[src/verilog/srl_pkg.sv]
// Package: register map, field positions and constants of the SR latch block
package srl_pkg;
  localparam logic [7:0] SRL_OFS_CTRL0 = 8'h00;
  localparam logic [7:0] SRL_OFS_CTRL1 = 8'h04;
  localparam logic [7:0] SRL_OFS_CMP0 = 8'h08;
  localparam logic [7:0] SRL_OFS_CMP1 = 8'h0c;
  localparam logic [7:0] SRL_OFS_MIRROR = 8'h10;
  localparam logic [7:0] SRL_OFS_PINDIR = 8'h14;
  localparam logic [7:0] SRL_RST_CTRL0 = 8'h00;
  localparam logic [7:0] SRL_RST_CTRL1 = 8'h00;
  localparam logic [7:0] SRL_RST_CMP0 = 8'h04;
  localparam logic [7:0] SRL_RST_CMP1 = 8'h00;
  localparam logic [7:0] SRL_RST_PINDIR = 8'h0f;
  localparam logic [7:0] SRL_CTRL1_WMASK = 8'hdd;
  localparam logic [7:0] SRL_CMP0_WMASK = 8'hb7;
  localparam logic [7:0] SRL_CMP1_WMASK = 8'hf1;
  localparam logic [7:0] SRL_PINDIR_WMASK = 8'h0f;
  localparam int SRL_B_LEN = 7;
  localparam int SRL_B_DIV_HI = 6;
  localparam int SRL_B_DIV_LO = 4;
  localparam int SRL_B_QEN = 3;
  localparam int SRL_B_NQEN = 2;
  localparam int SRL_B_PS = 1;
  localparam int SRL_B_PR = 0;
  localparam int SRL_B_SPE = 7;
  localparam int SRL_B_SCKE = 6;
  localparam int SRL_B_SC1E = 4;
  localparam int SRL_B_RPE = 3;
  localparam int SRL_B_RCKE = 2;
  localparam int SRL_B_RC1E = 0;
  localparam int SRL_B_CON = 7;
  localparam int SRL_B_COUT = 6;
  localparam int SRL_B_COE = 5;
  localparam int SRL_B_CPOL = 4;
  localparam int SRL_B_CSP = 2;
  localparam int SRL_B_MIRROR = 0;
  localparam int SRL_B_DIR_Q = 0;
  localparam int SRL_B_DIR_NQ = 1;
  localparam int SRL_B_DIR_CMP = 2;
  localparam int SRL_DIV_W = 9;
  localparam int SRL_DIV_MIN_LOG2 = 2;
  localparam int SRL_QCLK_DIV = 4;
  localparam logic [1:0] SRL_HTRANS_NONSEQ = 2'b10;
  typedef struct packed {
    logic valid;
    logic write;
    logic [7:0] addr;
  } srl_req_s;
  typedef struct packed {
    logic set;
    logic rst;
  } srl_drive_s;
endpackage : srl_pkg

[src/verilog/srl_top.sv]
// SR latch with comparator output path behind an AHB-Lite register slave
// What this block does
// - Latch and both its pins work only while latch_enable is 1.
// - Divider makes one-cycle pulse every 4..512 cycles per pulse_divider_select.
// - True output pin shows latch state when enabled, true_output_enable set and its direction bit at output.
// - Inverted output pin shows complement when enabled, inverted_output_enable set and its direction bit at output.
// - Writing soft_set_pulse 1 sets latch for one Q-clock period.
// - Writing soft_reset_pulse 1 resets latch for one Q-clock period.
// - Both soft pulse bits clear themselves and always read 0.
// - pin_set_enable lets a high trigger pin set the latch.
// - clock_set_enable lets the divided pulse set the latch.
// - comparator_set_enable lets a high comparator result set the latch.
// - pin_reset_enable lets a high trigger pin reset the latch.
// - clock_reset_enable lets the divided pulse reset the latch.
// - comparator_reset_enable lets a high comparator result reset the latch.
// - Reserved bits 5 and 1 of source enables read 0; software writes 0.
// - cmp_on enables the comparator; clearing it disables it.
// - cmp_invert inverts the presented comparator result.
// - Result readable in comparator control and in the mirror register.
// - Comparator pin driven only with pin enable, output direction and cmp_on.
// - cmp_pin_enable overrides the port latch; cmp_on alone does not.
// - Internal result registered once per instruction cycle; pin path unregistered.
// - cmp_speed_select resets to 1, normal speed; 0 is low power.
// - Reset input dominates when set and reset are both asserted.
// - Latch state undefined after reset; firmware initialises before enabling pins.
`timescale 1ns/100ps
module srl_top
  import srl_pkg::*;
#(
  parameter int DIV_W = SRL_DIV_W,
  parameter int QCLK_DIV = SRL_QCLK_DIV
) (
  input wire logic CLK,
  input wire logic RST_N,
  input wire logic HSEL,
  input wire logic [31:0] HADDR,
  input wire logic [1:0] HTRANS,
  input wire logic HWRITE,
  input wire logic [2:0] HSIZE,
  input wire logic [31:0] HWDATA,
  input wire logic HREADY,
  output logic [31:0] HRDATA,
  output logic HREADYOUT,
  output logic HRESP,
  input wire logic TRIGGER_IN,
  input wire logic CMP_RAW,
  input wire logic PORT_LATCH_CMP,
  output logic CMP_ENABLE,
  output logic CMP_LOW_POWER,
  output logic TRUE_OUT,
  output logic TRUE_OE_N,
  output logic INV_OUT,
  output logic INV_OE_N,
  output logic CMP_PIN_OUT,
  output logic CMP_PIN_OE_N
);
  typedef enum logic [1:0] {
    ST_IDLE = 2'b01,
    ST_DATA = 2'b10
  } srl_bus_e;

  srl_bus_e bus_q;
  srl_req_s req_q;
  logic [7:0] ctrl0_q;
  logic [7:0] ctrl1_q;
  logic [7:0] cmp0_q;
  logic [7:0] cmp1_q;
  logic [7:0] pindir_q;
  logic [31:0] rdata_q;
  logic [DIV_W-1:0] div_q;
  logic div_pulse;
  logic [$clog2(QCLK_DIV)-1:0] qphase_q;
  logic qtick;
  logic soft_set_q;
  logic soft_rst_q;
  logic latch_q;
  logic cmp_sync_q;
  logic cmp_live;
  logic wr_ctrl0;
  srl_drive_s drv;

  function automatic logic [7:0] reg_read(input logic [7:0] addr);
    logic [7:0] v;
    v = 8'h00;
    unique case (addr)
      SRL_OFS_CTRL0: v = ctrl0_q & ~((8'h01 << SRL_B_PS) | (8'h01 << SRL_B_PR));
      SRL_OFS_CTRL1: v = ctrl1_q;
      SRL_OFS_CMP0: begin
        v = cmp0_q;
        v[SRL_B_COUT] = cmp_sync_q;
      end
      SRL_OFS_CMP1: v = cmp1_q;
      SRL_OFS_MIRROR: v[SRL_B_MIRROR] = cmp_sync_q;
      SRL_OFS_PINDIR: v = pindir_q;
      default: v = 8'h00;
    endcase
    return v;
  endfunction : reg_read

  function automatic logic addr_phase(input logic sel, input logic [1:0] trans);
    return sel && (trans == SRL_HTRANS_NONSEQ);
  endfunction : addr_phase

  function automatic logic wr_hit(input logic [7:0] ofs);
    return (bus_q == ST_DATA) && req_q.valid && req_q.write && (req_q.addr == ofs);
  endfunction : wr_hit

  // Every pin driver needs its block enable, its own enable and the direction bit at output
  function automatic logic pin_oe_n(input logic en, input logic sel_en, input logic dir_in);
    return ~(en & sel_en & ~dir_in);
  endfunction : pin_oe_n

  // Zero wait states; unmapped addresses read zero and ignore writes
  assign HREADYOUT = 1'b1;
  assign HRESP = 1'b0;
  assign HRDATA = rdata_q;

  always_ff @(posedge CLK or negedge RST_N) begin
    if (!RST_N) begin
      req_q <= '0;
    end else if (HREADY) begin
      req_q.valid <= addr_phase(HSEL, HTRANS);
      req_q.write <= HWRITE;
      req_q.addr <= HADDR[7:0];
    end
  end

  always_ff @(posedge CLK or negedge RST_N) begin
    if (!RST_N) begin
      bus_q <= ST_IDLE;
    end else if (HREADY) begin
      bus_q <= addr_phase(HSEL, HTRANS) ? ST_DATA : ST_IDLE;
    end
  end

  // Read data is captured at the address phase so it stands during the data phase
  always_ff @(posedge CLK or negedge RST_N) begin
    if (!RST_N) begin
      rdata_q <= 32'h0000_0000;
    end else if (HREADY && addr_phase(HSEL, HTRANS) && !HWRITE) begin
      rdata_q <= {24'h00_0000, reg_read(HADDR[7:0])};
    end
  end

  assign wr_ctrl0 = wr_hit(SRL_OFS_CTRL0);

  always_ff @(posedge CLK or negedge RST_N) begin
    if (!RST_N) begin
      ctrl0_q <= SRL_RST_CTRL0;
    end else if (wr_ctrl0) begin
      ctrl0_q <= HWDATA[7:0];
    end
  end

  always_ff @(posedge CLK or negedge RST_N) begin
    if (!RST_N) begin
      ctrl1_q <= SRL_RST_CTRL1;
    end else if (wr_hit(SRL_OFS_CTRL1)) begin
      ctrl1_q <= HWDATA[7:0] & SRL_CTRL1_WMASK;
    end
  end

  always_ff @(posedge CLK or negedge RST_N) begin
    if (!RST_N) begin
      cmp0_q <= SRL_RST_CMP0;
    end else if (wr_hit(SRL_OFS_CMP0)) begin
      cmp0_q <= HWDATA[7:0] & SRL_CMP0_WMASK;
    end
  end

  always_ff @(posedge CLK or negedge RST_N) begin
    if (!RST_N) begin
      cmp1_q <= SRL_RST_CMP1;
    end else if (wr_hit(SRL_OFS_CMP1)) begin
      cmp1_q <= HWDATA[7:0] & SRL_CMP1_WMASK;
    end
  end

  always_ff @(posedge CLK or negedge RST_N) begin
    if (!RST_N) begin
      pindir_q <= SRL_RST_PINDIR;
    end else if (wr_hit(SRL_OFS_PINDIR)) begin
      pindir_q <= HWDATA[7:0] & SRL_PINDIR_WMASK;
    end
  end

  // Instruction cycle is QCLK_DIV oscillator cycles; qtick marks its end
  always_ff @(posedge CLK or negedge RST_N) begin
    if (!RST_N) begin
      qphase_q <= '0;
    end else begin
      qphase_q <= qphase_q + 1'b1;
    end
  end
  assign qtick = (qphase_q == '1);

  // Soft pulses last one oscillator cycle, which is one Q-clock period
  always_ff @(posedge CLK or negedge RST_N) begin
    if (!RST_N) begin
      soft_set_q <= 1'b0;
    end else begin
      soft_set_q <= wr_ctrl0 && HWDATA[SRL_B_PS];
    end
  end

  always_ff @(posedge CLK or negedge RST_N) begin
    if (!RST_N) begin
      soft_rst_q <= 1'b0;
    end else begin
      soft_rst_q <= wr_ctrl0 && HWDATA[SRL_B_PR];
    end
  end

  always_ff @(posedge CLK or negedge RST_N) begin
    if (!RST_N) begin
      div_q <= '0;
    end else begin
      div_q <= div_q + 1'b1;
    end
  end
  // Pulse when the low (select+2) bits all read one: once every 2^(select+2) cycles
  assign div_pulse = &(div_q | ~((DIV_W'(1) << (ctrl0_q[SRL_B_DIV_HI:SRL_B_DIV_LO]
                      + SRL_DIV_MIN_LOG2)) - DIV_W'(1)));

  // Comparator: polarity applied unregistered for pin, sampled per instruction cycle
  assign cmp_live = cmp0_q[SRL_B_CON] & (CMP_RAW ^ cmp0_q[SRL_B_CPOL]);
  always_ff @(posedge CLK or negedge RST_N) begin
    if (!RST_N) begin
      cmp_sync_q <= 1'b0;
    end else if (qtick) begin
      cmp_sync_q <= cmp_live;
    end
  end
  assign CMP_ENABLE = cmp0_q[SRL_B_CON];
  assign CMP_LOW_POWER = ~cmp0_q[SRL_B_CSP];

  always_comb begin
    drv.set = soft_set_q
      | (ctrl1_q[SRL_B_SPE] & TRIGGER_IN)
      | (ctrl1_q[SRL_B_SCKE] & div_pulse)
      | (ctrl1_q[SRL_B_SC1E] & cmp_sync_q);
    drv.rst = soft_rst_q
      | (ctrl1_q[SRL_B_RPE] & TRIGGER_IN)
      | (ctrl1_q[SRL_B_RCKE] & div_pulse)
      | (ctrl1_q[SRL_B_RC1E] & cmp_sync_q);
  end

  // State is zeroed for a clean simulation; firmware must not rely on it
  always_ff @(posedge CLK or negedge RST_N) begin
    if (!RST_N) begin
      latch_q <= 1'b0;
    end else if (ctrl0_q[SRL_B_LEN]) begin
      if (drv.rst) begin
        latch_q <= 1'b0;
      end else if (drv.set) begin
        latch_q <= 1'b1;
      end
    end
  end

  assign TRUE_OUT = latch_q;
  assign INV_OUT = ~latch_q;
  assign TRUE_OE_N = pin_oe_n(ctrl0_q[SRL_B_LEN], ctrl0_q[SRL_B_QEN],
                              pindir_q[SRL_B_DIR_Q]);
  assign INV_OE_N = pin_oe_n(ctrl0_q[SRL_B_LEN], ctrl0_q[SRL_B_NQEN],
                             pindir_q[SRL_B_DIR_NQ]);
  assign CMP_PIN_OUT = cmp0_q[SRL_B_COE] ? cmp_live : PORT_LATCH_CMP;
  assign CMP_PIN_OE_N = pin_oe_n(cmp0_q[SRL_B_COE], cmp0_q[SRL_B_CON],
                                 pindir_q[SRL_B_DIR_CMP]);
endmodule : srl_top

[config.mk]
export PLATFORM = sky130hd
export DESIGN_NAME = srl_top
export DESIGN_NICKNAME = d
export VERILOG_FILES = /design/src/verilog/srl_pkg.sv /design/src/verilog/srl_top.sv
export SDC_FILE = /design/constraint.sdc
export NUM_CORES = 1
export LEC_CHECK = 0
export BUFFER_PORTS_ARGS = -buffer_cell sky130_fd_sc_hd__buf_4
export CELL_PAD_IN_SITES_DETAIL_PLACEMENT = 1
export CELL_PAD_IN_SITES_GLOBAL_PLACEMENT = 1
export CORE_ASPECT_RATIO = 0.5
export CORE_MARGIN = 2
export CORE_UTILIZATION = 41
export DETAILED_ROUTE_END_ITERATION = 7
export HOLD_SLACK_MARGIN = 0.02
export MAX_ROUTING_LAYER = met4
export PLACE_DENSITY_LB_ADDON = 0.1
export SLEW_MARGIN = 0
export SYNTH_ARGS = -nofsm -noshare
export SYNTH_HDL_FRONTEND = slang
export SYNTH_SLANG_ARGS = --single-unit
[constraint.sdc]
create_clock -name CLK -period 4.6 [get_ports CLK]
set_input_delay 0.92 -clock CLK [delete_from_list [all_inputs] [get_ports CLK]]
set_output_delay 0.92 -clock CLK [all_outputs]
set_load 0.005 [all_outputs]
Word-level counts from Yosys, hierarchy flattened

Index checks and enable logic that the tools add are counted.

$add $sub $neg: 4
Shifts and indexed selects: 1
Reductions and logical operators: 18
Bitwise gates (word level): 30
Muxes and demuxes: 6
Equal/unequal tests: 12

Operator list:

| operator              | number |
|---|---|
| $pmux W7 S5           | 1 |
| $eq A8 B4 Y1 const B  | 4 |
| $eq A8 B5 Y1 const B  | 3 |
| $eq A8 B3 Y1 const B  | 2 |
| $logic_not A8 Y1      | 2 |
| $and A1 B1 Y1         | 13 |
| $logic_and A1 B1 Y1   | 12 |
| $add A9 B1 Y9 const B | 1 |
| $not A9 Y9            | 1 |
| $or A9 B9 Y9          | 1 |
| $reduce_and A9 Y1     | 1 |
| $shl A1 B4 Y9 const A | 1 |
| $sub A9 B1 Y9 const B | 1 |
| $not A1 Y1            | 8 |
| $eq A2 B2 Y1 const B  | 3 |
| $or A1 B1 Y1          | 6 |
| $pmux W1 S5           | 1 |
| $add A3 B2 Y4 const B | 1 |
| $mux W1               | 3 |
| $add A2 B1 Y2 const B | 1 |
| $mux W2               | 1 |
| $reduce_and A2 Y1     | 1 |
| $reduce_bool A2 Y1    | 1 |
| $logic_not A1 Y1      | 1 |
| $xor A1 B1 Y1         | 1 |

Output and inout port bits: 42
Register bits after elaboration: 64

Longest topological paths before layout

Gate-level depths: netlist of the first run.

Word-level depth: 11
Gate-level depth with buffers: 7

Worst setup path before layout of the first run

No wires, ideal clock.

Path kind: input to output
From: input port CMP_RAW
To: output port CMP_PIN_OUT
Cell stages on the path: 3
Slack: 2228 ps
Arrival time: 1452 ps
Buffers on the path: 0
Cell sequence: xor2_1 -> and2_1 -> mux2_2

Longest elaborated chain between the ends: 3

Ends and longest elaborated chain:

| what          | RTL line       | text |
|---|---|---|
| from (decl)   | srl_top.sv:46  | `input wire logic CMP_RAW,` |
| $xor A1 B1 Y1 | srl_top.sv:226 | `assign cmp_live = cmp0_q[SRL_B_CON] & (CMP_RAW ^ cmp0_q[SRL_B_CPOL]);` |
| $and A1 B1 Y1 | srl_top.sv:226 |  |
| $mux W1       | srl_top.sv:267 | `assign CMP_PIN_OUT = cmp0_q[SRL_B_COE] ? cmp_live : PORT_LATCH_CMP;` |
| to (decl)     | srl_top.sv:54  | `output logic CMP_PIN_OUT,` |

No other way between the ends.

Worst setup path after layout of the first run

Ends and elaborated chain as after synthesis.

==> summary.txt, run 1 <==
Run status
  • Status: finished, final reports clean

Setup path
  • Nature of the critical path endpoint: output port
  • Data required, critical path: 3680 ps
  • Crit path from: CMP_RAW
  • Crit-path max FO: 2
  • R2R Path Start: ctrl0_q[5]
  • Crit path DAT: 1720 ps
  • WS Path Type: in2out
  • Critical Path Source Type: input port

Global routing
  • Grt total ovfl: 0
  • First-pass GRT wire length: 11,500 um
  • Vias in the first global route: 2,177
  • GR Util All Layers: 0.187
  • Initial antenna violation count: 0
  • Largest net degree at the start of global routing: 62

Detailed routing
  • Iter 0 DRT Violations: 60
  • Via count: 2,078
  • Final antenna-violating net count: 0
  • DRT Pass-1 Iters: 4
  • Vias per cell: 5.09
  • WL final: 6920 um
  • DR WL/cell: 17.0 um
  • Drc violations: 0

CTS
  • CTS sink count: 61
  • CTS Hold Bufs: 0
  • Post-CTS setup buffers: 0
  • H-tree lvl count: 3
  • Post-CTS sizing: 0
  • CTS tree: done
  • Clk buf depth: 2
  • CTS clock-pin slew for the worst setup and hold paths: 50 ps
  • CTS Root Buffer Type: clkbuf_16
  • Num CTS Buffers: 9
  • Later-pin clock latency in the skew report: 330 ps

Synthesis
  • Cells after Synth: 263
  • Yosys cell types: 52
  • Post-synthesis adder-cell area fraction: 0.0357
  • Mapped Area: 3150 um2
  • Syn Area/Cell: 12.0 um2
  • Main synth FF type: dfrtp_1
  • Syn. warnings: 0
  • Async set or reset register ratio after synthesis: 1.00
  • Number of synthesized flops with an enable pin: 0
  • Simple-Gate Fraction of Synth Area: 0.121
  • Seq cells post-synth: 61
  • Largest cells by area after synthesis: dfrtp_1 44%, mux2_2 14%, buf_4 6.2%
  • Area leader, netlist: dfrtp_1
  • Yosys top cell area share: 0.437
  • Seq/Total Area, Yosys: 0.487
  • Xor/xnor share of the synthesized area: 0.0306
  • Compound-Gate Fraction of Synth Area: 0.0734
  • Mux share of post-synthesis cell area: 0.168
  • Largest family of logic cells by synthesized area: multiplexers

Cells and area
  • Area growth syn-to-layout: 18.9%
  • Commonest non-fill, non-tap cell in the layout: dfrtp_1
  • Fillers: 792
  • Share of layout cells above drive strength 1: 0.356
  • Nets: 393
  • Diode count: 0
  • Commonest cells after routing, fill and taps aside: 55 x dfrtp_1, 41 x buf_4, 39 x mux2_2, 26 x conb_1, 16 x nand2_1
  • Finished Layout Cells: 408

Floorplan
  • Die area: 8450 um2
  • Starting Density: 0.427
  • Die Y: 66.0 um
  • I/O pin total: 119
  • Die Span X: 128 um
  • Core Box Area: 7380 um2
  • # rows: 22

Min path
  • Hold Startpoint: qphase_q[0]
  • HP Class: reg2reg

Timing
  • Final Cycle Share: 0.574
  • Slew margin rel.: 0.481
  • Final Setup Violations: 0
  • Worst Tran Pin Value: 779 ps
  • Fmax: 379 MHz
  • RSZ-0062 raised after global routing: false
  • Setup TNS: 0 ps
  • Final Hold Viols: 0
  • Slew Limit Fails: 0
  • Min cycle time layout: 2640 ps
  • Clock skew: 5.03 ps

Power and ir drop
  • Peak supply drop: 0.176 mV
  • Lkg Pwr: 1.71 nW
  • Cell Pwr Density: 352 nW/um2

Placed design
  • Placed insts: 392
  • Port bufs: 41
  • GPL Wtd Cong: 0.722
  • DP HPWL: 5060 um

Job
  • Max Cap Viol: 0
## Yosys cell counts, drive strengths merged, types with 3 or more instances
cell type,n
nand3b,3
mux4,3
mux2,39
buf,29
and3,3
nor4,3
nand2,16
dfstp,6
xnor2,9
o21ai,10
a22oi,4
or3,3
clkbuf,3
nor2,6
nor3,6
and2,4
dfrtp,55
nand2b,5
ha,9
nand3,3
inv,10
## path summary, 6_finish.rpt
check	end	cells after the start	slack [ps]
setup reg to reg	TRUE_OUT	7	2160
setup / recovery	CMP_PIN_OUT	5	1960
min in group asynchronous	qphase_q[0]	1	690
max in group asynchronous	div_q[8]	1	3410
hold / removal	qphase_q[0]	1	430
hold reg to reg	qphase_q[0]	1	430
## state kept, by name (all words and copies together), names as in the netlist, 2 cells and up
register	count
ctrl1_q	6
HRDATA	8
pindir_q	4
req_q	10
cmp0_q	6
cmp1_q	5
ctrl0_q	6
qphase_q	2
div_q	9
## area by class of cell
cell class	instances	area, um2	area share
Sequential cell	61	1530	0.409
Multi-Input combinational cell	184	1450	0.387
Timing Repair Buffer	41	308	0.0821
Clock buffer	13	280	0.0748
Tap cell	96	120	0.0321
Inverter	10	37.5	0.0100
Clock inverter	3	17.5	0.00467
## worst max-delay path, stage by stage
cell	delay (ps)
buf_4	110
xor2_1	120
and2_1	170
mux2_2	260
buf_4	130
## logic make-up (layout without fill, tap and decap cells)
| kind of cell | count (synthesis) | in the layout |
|---|---|---|
| other cells | 2 | 26 |
| xor+xnor | 11 | 11 |
| flops | 61 | 61 |
| mux | 44 | 44 |
| simple gates | 64 | 64 |
| compound gates | 30 | 30 |
| buf+inv | 42 | 67 |
| fa+ha+maj | 9 | 9 |
## metrics by stage
stage | power, W | setup WS (ps) | area, um2 | hold WS (ps) | util
2_1_floorplan | 0.000637 | 2230 | 3240 | 401 | -
3_3_place_gp | 0.000667 | 1960 | 3450 | 412 | 0.468
3_5_place_dp | 0.000672 | 1960 | 3450 | 422 | 0.468
4_1_cts | 0.00134 | 1960 | 3750 | 429 | 0.508
5_1_grt | 0.00137 | 1920 | 3750 | 445 | 0.508
6_report | 0.00132 | 1960 | 3750 | 427 | 0.508
## routing by layer
| layer | part of all wire | wire length, um | global-route usage |
|---|---|---|---|
| met4 | 0.0065 | 45 | 0.0577 |
| met5 | 0 | 0 | - |
| met3 | 0.039 | 273 | 0.0558 |
| met2 | 0.49 | 3360 | 0.305 |
| met1 | 0.47 | 3240 | 0.229 |
## power breakdown
part | internal, W | switching, W | total [W]
clock network | 0.000421 | 0.000235 | 0.000656
registers | 0.000555 | 0.0000156 | 0.000571
logic | 0.0000445 | 0.0000463 | 0.0000908
total | 0.00102 | 0.000297 | 0.00132
No activity file was read; power rests on OpenSTA's default activity.
==> run 2, diff against run 1 <==
Settings changed: CORE_UTILIZATION 41 to 34.
Clock period 4.6 ns to 2.3 ns, I/O delays scaled along.
==> run 2 against run 1 <==
The flow now finishes with violations (DRC). Sequential power rose by 100%. Flip-flop and latch count unchanged. Non-clock buffer count up 5. Routed wire length increased by 3.0%. Clock skew increased by 1.4 ps. Global-route usage decreased by 2.5 points. Highest routed layer unchanged.
==> summary.txt, run 2 (synthesis gave the netlist of run 1 again) <==
Run status
  • Status: finished, violations left
  • Failing checks: DRC

CTS
  • Later-pin clock latency in the skew report: 320 ps (about the same)
  • CTS tree: done
  • Post-CTS setup buffers: 0 (unchanged)
  • CTS Root Buffer Type: clkbuf_16
  • Clk buf depth: 2 (unchanged)
  • H-tree lvl count: 3 (unchanged)
  • CTS Hold Bufs: 0 (unchanged)
  • Post-CTS sizing: 0 (unchanged)
  • CTS clock-pin slew for the worst setup and hold paths: 50 ps (about the same)
  • Num CTS Buffers: 9 (unchanged)
  • CTS sink count: 61 (unchanged)

Power and ir drop
  • Peak supply drop: 0.357 mV (+100%)
  • Lkg Pwr: 1.73 nW (+0.95%)
  • Cell Pwr Density: 685 nW/um2 (+95%)

Timing
  • Final Cycle Share: 0.925
  • Worst Tran Pin Value: 773 ps (-6.05 ps)
  • Slew Limit Fails: 0 (unchanged)
  • Final Hold Viols: 0 (unchanged)
  • Clock skew: 6.43 ps (+1.41 ps)
  • RSZ-0062 raised after global routing: false
  • Slew margin rel.: 0.485 (+0.00404)
  • Hold WS: 225 ps (-203 ps)
  • Final Setup Violations: 0 (unchanged)
  • Setup TNS: 0 ps (unchanged)
  • Min cycle time layout: 2130 ps
  • Fmax: 470 MHz

Setup path
  • Crit-path max FO: 4 (+2)
  • Slowest library cell on the worst path: dfrtp_1
  • Cell Chain, Critical Path: inv_1 > ha_1 > and4bb_1 > xnor2_1 > a2111oi_4 > o2111ai_1 > a221oi_2
  • Data required, critical path: 2530 ps (-1150 ps)
  • Nature of the critical path endpoint: flop
  • CP delay by family, top: compound AO/OA/AOI/OAI gates
  • WS Path Type: reg2reg
  • Buf+Inv Stages, Crit Path: 1 (-1)
  • Critical Path Source Type: flop
  • Crit path DAT: 2360 ps (+640 ps)
  • Slowest cell delay on critical path: 390 ps (+130 ps)

Floorplan
  • I/O pin total: 119 (unchanged)
  • Die Span X: 140 um (+9.5%)
  • Core Box Area: 8860 um2 (+20%)
  • Die area: 10,100 um2 (+20%)
  • Die Y: 72.1 um (+9.2%)
  • Starting Density: 0.356 (-0.0714)
  • # rows: 24 (+9.1%)

Cells and area
  • Layout Utilization: 0.429 (-0.0786)
  • Nets: 398 (+1.3%)
  • Max reg flops: 10 (unchanged)
  • Commonest cells after routing, fill and taps aside: 55 x dfrtp_1, 46 x buf_4, 39 x mux2_2, 26 x conb_1, 16 x nand2_1
  • Share of layout cells above drive strength 1: 0.363 (+0.00701)
  • Most flops, register: req_q
  • Area growth syn-to-layout: 20.7%
  • Finished Layout Cells: 434 (+6.4%)
  • Commonest non-fill, non-tap cell in the layout: dfrtp_1
  • Diode count: 0 (unchanged)

Detailed routing
  • DRT Pass-1 Iters: 6 (+2)
  • Iter 0 DRT Violations: 74 (+23%)
  • DR WL/cell: 16.4 um (-3.2%)
  • Via count: 2,110 (+1.5%)
  • WL final: 7120 um (+3.0%)
  • Final antenna-violating net count: 0 (unchanged)
  • Vias per cell: 4.86 (-4.5%)
  • Drc violations: 7 (+7)

Global routing
  • Largest net degree at the start of global routing: 62 (unchanged)
  • Initial antenna violation count: 0 (unchanged)
  • GR Util All Layers: 0.162 (-0.0252)
  • Grt total ovfl: 0 (unchanged)
  • First-pass GRT wire length: 12,200 um (+6.2%)
  • Vias in the first global route: 2,343 (+7.6%)

Min path
  • HP Class: in2async

Job
  • Max Cap Viol: 0 (unchanged)

Placed design
  • GPL Wtd Cong: 0.740 (+2.6%)
  • DP HPWL: 5290 um (+4.5%)
  • Port bufs: 41 (unchanged)
  • Placed insts: 418 (+6.6%)
[run 2: report_power, final]
group,total [W],internal [W],switching [W]
combinational,0.000185,0.0000899,0.0000946
sequential,0.00114,0.00111,0.0000298
clock,0.00128,0.000815,0.000464
[run 2: final timing paths]
kind	startpoint	end	slack (ps)	cells past startpoint
min in group CLK	HWDATA[5]	ctrl0_q[5]	370	3
worst max register to register	ctrl0_q[5]	TRUE_OUT	170	7
worst min register to register	qphase_q[0]	qphase_q[0]	450	1
max in group asynchronous	RST_N	div_q[6]	1580	1
worst min-delay path	RST_N	qphase_q[1]	220	1
worst max-delay path	ctrl0_q[5]	TRUE_OUT	170	7
[run 2: area by class of cell]
cell class / count / area [um2]
Timing Repair Buffer: 46 / 345
Clock inverter: 3 / 20.0
Clock buffer: 13 / 270
Sequential cell: 61 / 1530
Fill cell: 976 / 5050
Inverter: 10 / 37.5
Tap cell: 117 / 146
Multi-Input combinational cell: 184 / 1450
[run 2: routing by layer]
layer / vias to the layer above / share of wire / GRT usage
met5: - / 0 / -
met4: 0 / 0.010 / 0.0539
met3: 10 / 0.036 / 0.0416
met2: 50 / 0.49 / 0.277
met1: 1071 / 0.46 / 0.191
li1: 979 / - / -
[run 2: through the flow]
stage / total power (W) / setup WS (ps) / instance area [um2]
floorplan: 0.00127 / 202 / 3240
global placement: 0.00134 / 207 / 3510
detailed placement: 0.00135 / 164 / 3510
CTS: 0.00265 / 151 / 3800
global route: 0.00273 / 38.5 / 3800
finish: 0.00260 / 172 / 3800
==> run 3, diff against run 2 <==
Settings changed: CELL_PAD_IN_SITES_DETAIL_PLACEMENT 1 to 0, REMOVE_ABC_BUFFERS from default to 1.
==> run 3 against run 2 <==
The flow still finishes with violations (DRC). First-iteration DRC count fell by 15%. Total power rose by 2.4%. Largest cell class unchanged. Clock-buffer cell count fell by 3. Final cell count did not move. Sequential share of layout area fell by 0.15 points. Clock skew fell by 2.9 ps. Critical path type unchanged. Flip-flop and latch count did not move.
==> summary.txt, run 3 (synthesis gave the netlist of run 1 again) <==
Timing
  • Setup TNS: 0 ps (unchanged)
  • Final Setup Violations: 0 (unchanged)
  • Fmax: 473 MHz (+0.63%)
  • Final Cycle Share: 0.920 (-0.00576)
  • Final Hold Viols: 0 (unchanged)
  • Slew margin rel.: 0.480 (-0.00494)
  • Worst Tran Pin Value: 781 ps (+7.41 ps)
  • Min cycle time layout: 2110 ps (-13.2 ps)
  • Clock skew: 3.52 ps (-2.91 ps)
  • Setup ws final: 185 ps (+13.2 ps)
  • Slew Limit Fails: 0 (unchanged)

Setup path
  • Reg2Reg Depth: 8 (+1)
  • R2R Path Start: ctrl0_q[5]
  • Critical Path Source Type: flop
  • Crit-path max FO: 5 (+1)
  • Slowest cell delay on critical path: 400 ps (about the same)
  • CP delay by family, top: compound AO/OA/AOI/OAI gates
  • Worst R2R End: TRUE_OUT
  • Buf+Inv Stages, Crit Path: 2 (+1)
  • Cell Chain, Critical Path: inv_1 > ha_1 > buf_4 > nor4bb_2 > nor3_1 > a2111oi_4 > o2111ai_1 > a221oi_2
  • WS Path Type: reg2reg
  • Data required, critical path: 2530 ps (about the same)
  • R2R setup slack: 190 ps (about the same)
  • Crit path DAT: 2350 ps (about the same)
  • Nature of the critical path endpoint: flop
  • Slowest library cell on the worst path: dfrtp_2

Run status
  • Status: finished, violations left
  • Failing checks: DRC

Detailed routing
  • DRT Pass-1 Iters: 6 (unchanged)
  • WL final: 6650 um (-6.7%)
  • Via count: 2,025 (-4.0%)
  • Iter 0 DRT Violations: 63 (-15%)
  • Vias per cell: 4.67 (-4.0%)
  • DR WL/cell: 15.3 um (-6.7%)
  • Final antenna-violating net count: 0 (unchanged)
  • Drc violations: 7 (unchanged)

Power and ir drop
  • Gate power share: 0.068 (-0.003)
  • Share of power burned in registers: 0.427 (-0.011)
  • Cell Pwr Density: 698 nW/um2 (+2.0%)
  • Internal Power: 0.00206 W (+2.5%)
  • Net Sw Frac: 0.226 (about the same)
  • Psw: 0.000603 W (+2.4%)
  • Lkg Pwr: 1.74 nW (+0.61%)
  • Clk pwr share: 0.505 (+0.014)
  • Peak supply drop: 0.343 mV (-4.0%)

Placed design
  • GPL Wtd Cong: 0.759 (+2.5%)
  • DP HPWL: 4810 um (-9.2%)
  • Port bufs: 41 (unchanged)
  • Place WS: 138 ps (-25.9 ps)

CTS
  • Num CTS Buffers: 9 (unchanged)
  • Post-CTS setup buffers: 0 (unchanged)
  • CTS tree: done
  • CTS clock-pin slew for the worst setup and hold paths: 50 ps (about the same)
  • CTS Root Buffer Type: clkbuf_16
  • Clk buf depth: 2 (unchanged)
  • H-tree lvl count: 3 (unchanged)
  • Later-pin clock latency in the skew report: 320 ps (about the same)
  • CTS sink count: 61 (unchanged)

Cells and area
  • Share of layout cells above drive strength 1: 0.372 (+0.00946)
  • Max reg flops: 10 (unchanged)
  • Commonest non-fill, non-tap cell in the layout: dfrtp_1
  • Nets: 398 (unchanged)
  • Most flops, register: req_q
  • Commonest cells after routing, fill and taps aside: 54 x dfrtp_1, 46 x buf_4, 39 x mux2_2, 26 x conb_1, 16 x nand2_1
  • Diode count: 0 (unchanged)
  • Area growth syn-to-layout: 21.2%

Global routing
  • Initial antenna violation count: 0 (unchanged)
  • Largest net degree at the start of global routing: 62 (unchanged)
  • GR Util All Layers: 0.148 (-0.0138)
  • First-pass GRT wire length: 11,000 um (-9.7%)
  • Grt total ovfl: 0 (unchanged)
  • Vias in the first global route: 2,077 (-11%)

Min path
  • HP Class: in2async

Floorplan
  • Die area: 10,100 um2 (unchanged)
  • Core Box Area: 8860 um2 (unchanged)
  • Die Span X: 140 um (unchanged)
  • # rows: 24 (unchanged)
  • I/O pin total: 119 (unchanged)
  • Die Y: 72.1 um (unchanged)
  • Starting Density: 0.356 (unchanged)

Job
  • Max Cap Viol: 0 (unchanged)
==> run 3: metal layers <==
metal,GRT usage,part of all wire,vias to the layer above
met1,0.189,0.47,989
met4,0.0505,0.011,0
met2,0.231,0.48,51
met3,0.0416,0.037,7
li1,-,-,978
met5,-,0,-
==> run 3: how the worst max path moves through the flow <==
stage,from,cells after the start,end,slack (ps)
after floorplan,ctrl0_q[5],7,TRUE_OUT,200
after global placement,ctrl0_q[5],7,TRUE_OUT,140
after detailed placement,ctrl0_q[5],8,TRUE_OUT,140
after CTS,ctrl0_q[5],8,TRUE_OUT,120
after global routing,ctrl0_q[5],8,TRUE_OUT,-5
final,ctrl0_q[5],8,TRUE_OUT,190
==> run 3: cell type report <==
class | instances | area, um2
tap | 117 | 146
multi-input combinational | 184 | 1460
timing repair buffer | 46 | 345
sequential | 61 | 1540
clock buffer | 10 | 239
inverter | 10 | 37.5
fill | 824 | 5040
clock inverter | 6 | 61.3
==> run 3: metrics by stage <==
| step | area (um2) | power (W) | hold slack (ps) | instances | util |
|---|---|---|---|---|---|
| 2_1_floorplan | 3020 | 0.00123 | 164 | 255 | - |
| 3_3_place_gp | 3510 | 0.00134 | 414 | 418 | 0.397 |
| 3_5_place_dp | 3510 | 0.00134 | 417 | 418 | 0.397 |
| 4_1_cts | 3810 | 0.00271 | 252 | 434 | 0.431 |
| 5_1_grt | 3820 | 0.00278 | 278 | 434 | 0.431 |
| 6_report | 3820 | 0.00267 | 186 | 434 | 0.431 |
==> run 3: repair_timing <==
item | 4_1_cts | 5_1_grt
resized for setup | 0 | 2
hold buffers | 0 | 0
setup endpoints to repair | 0 | 1
==> run 3: power groups by stage <==
stage	combinational, W	sequential [W]	clock, W
after floorplan	0.0000841	0.00115	0
after global placement	0.000181	0.00116	0
after detailed placement	0.000185	0.00116	0
after CTS	0.000185	0.00114	0.00138
after global routing	0.000203	0.00114	0.00144
final	0.000180	0.00114	0.00135
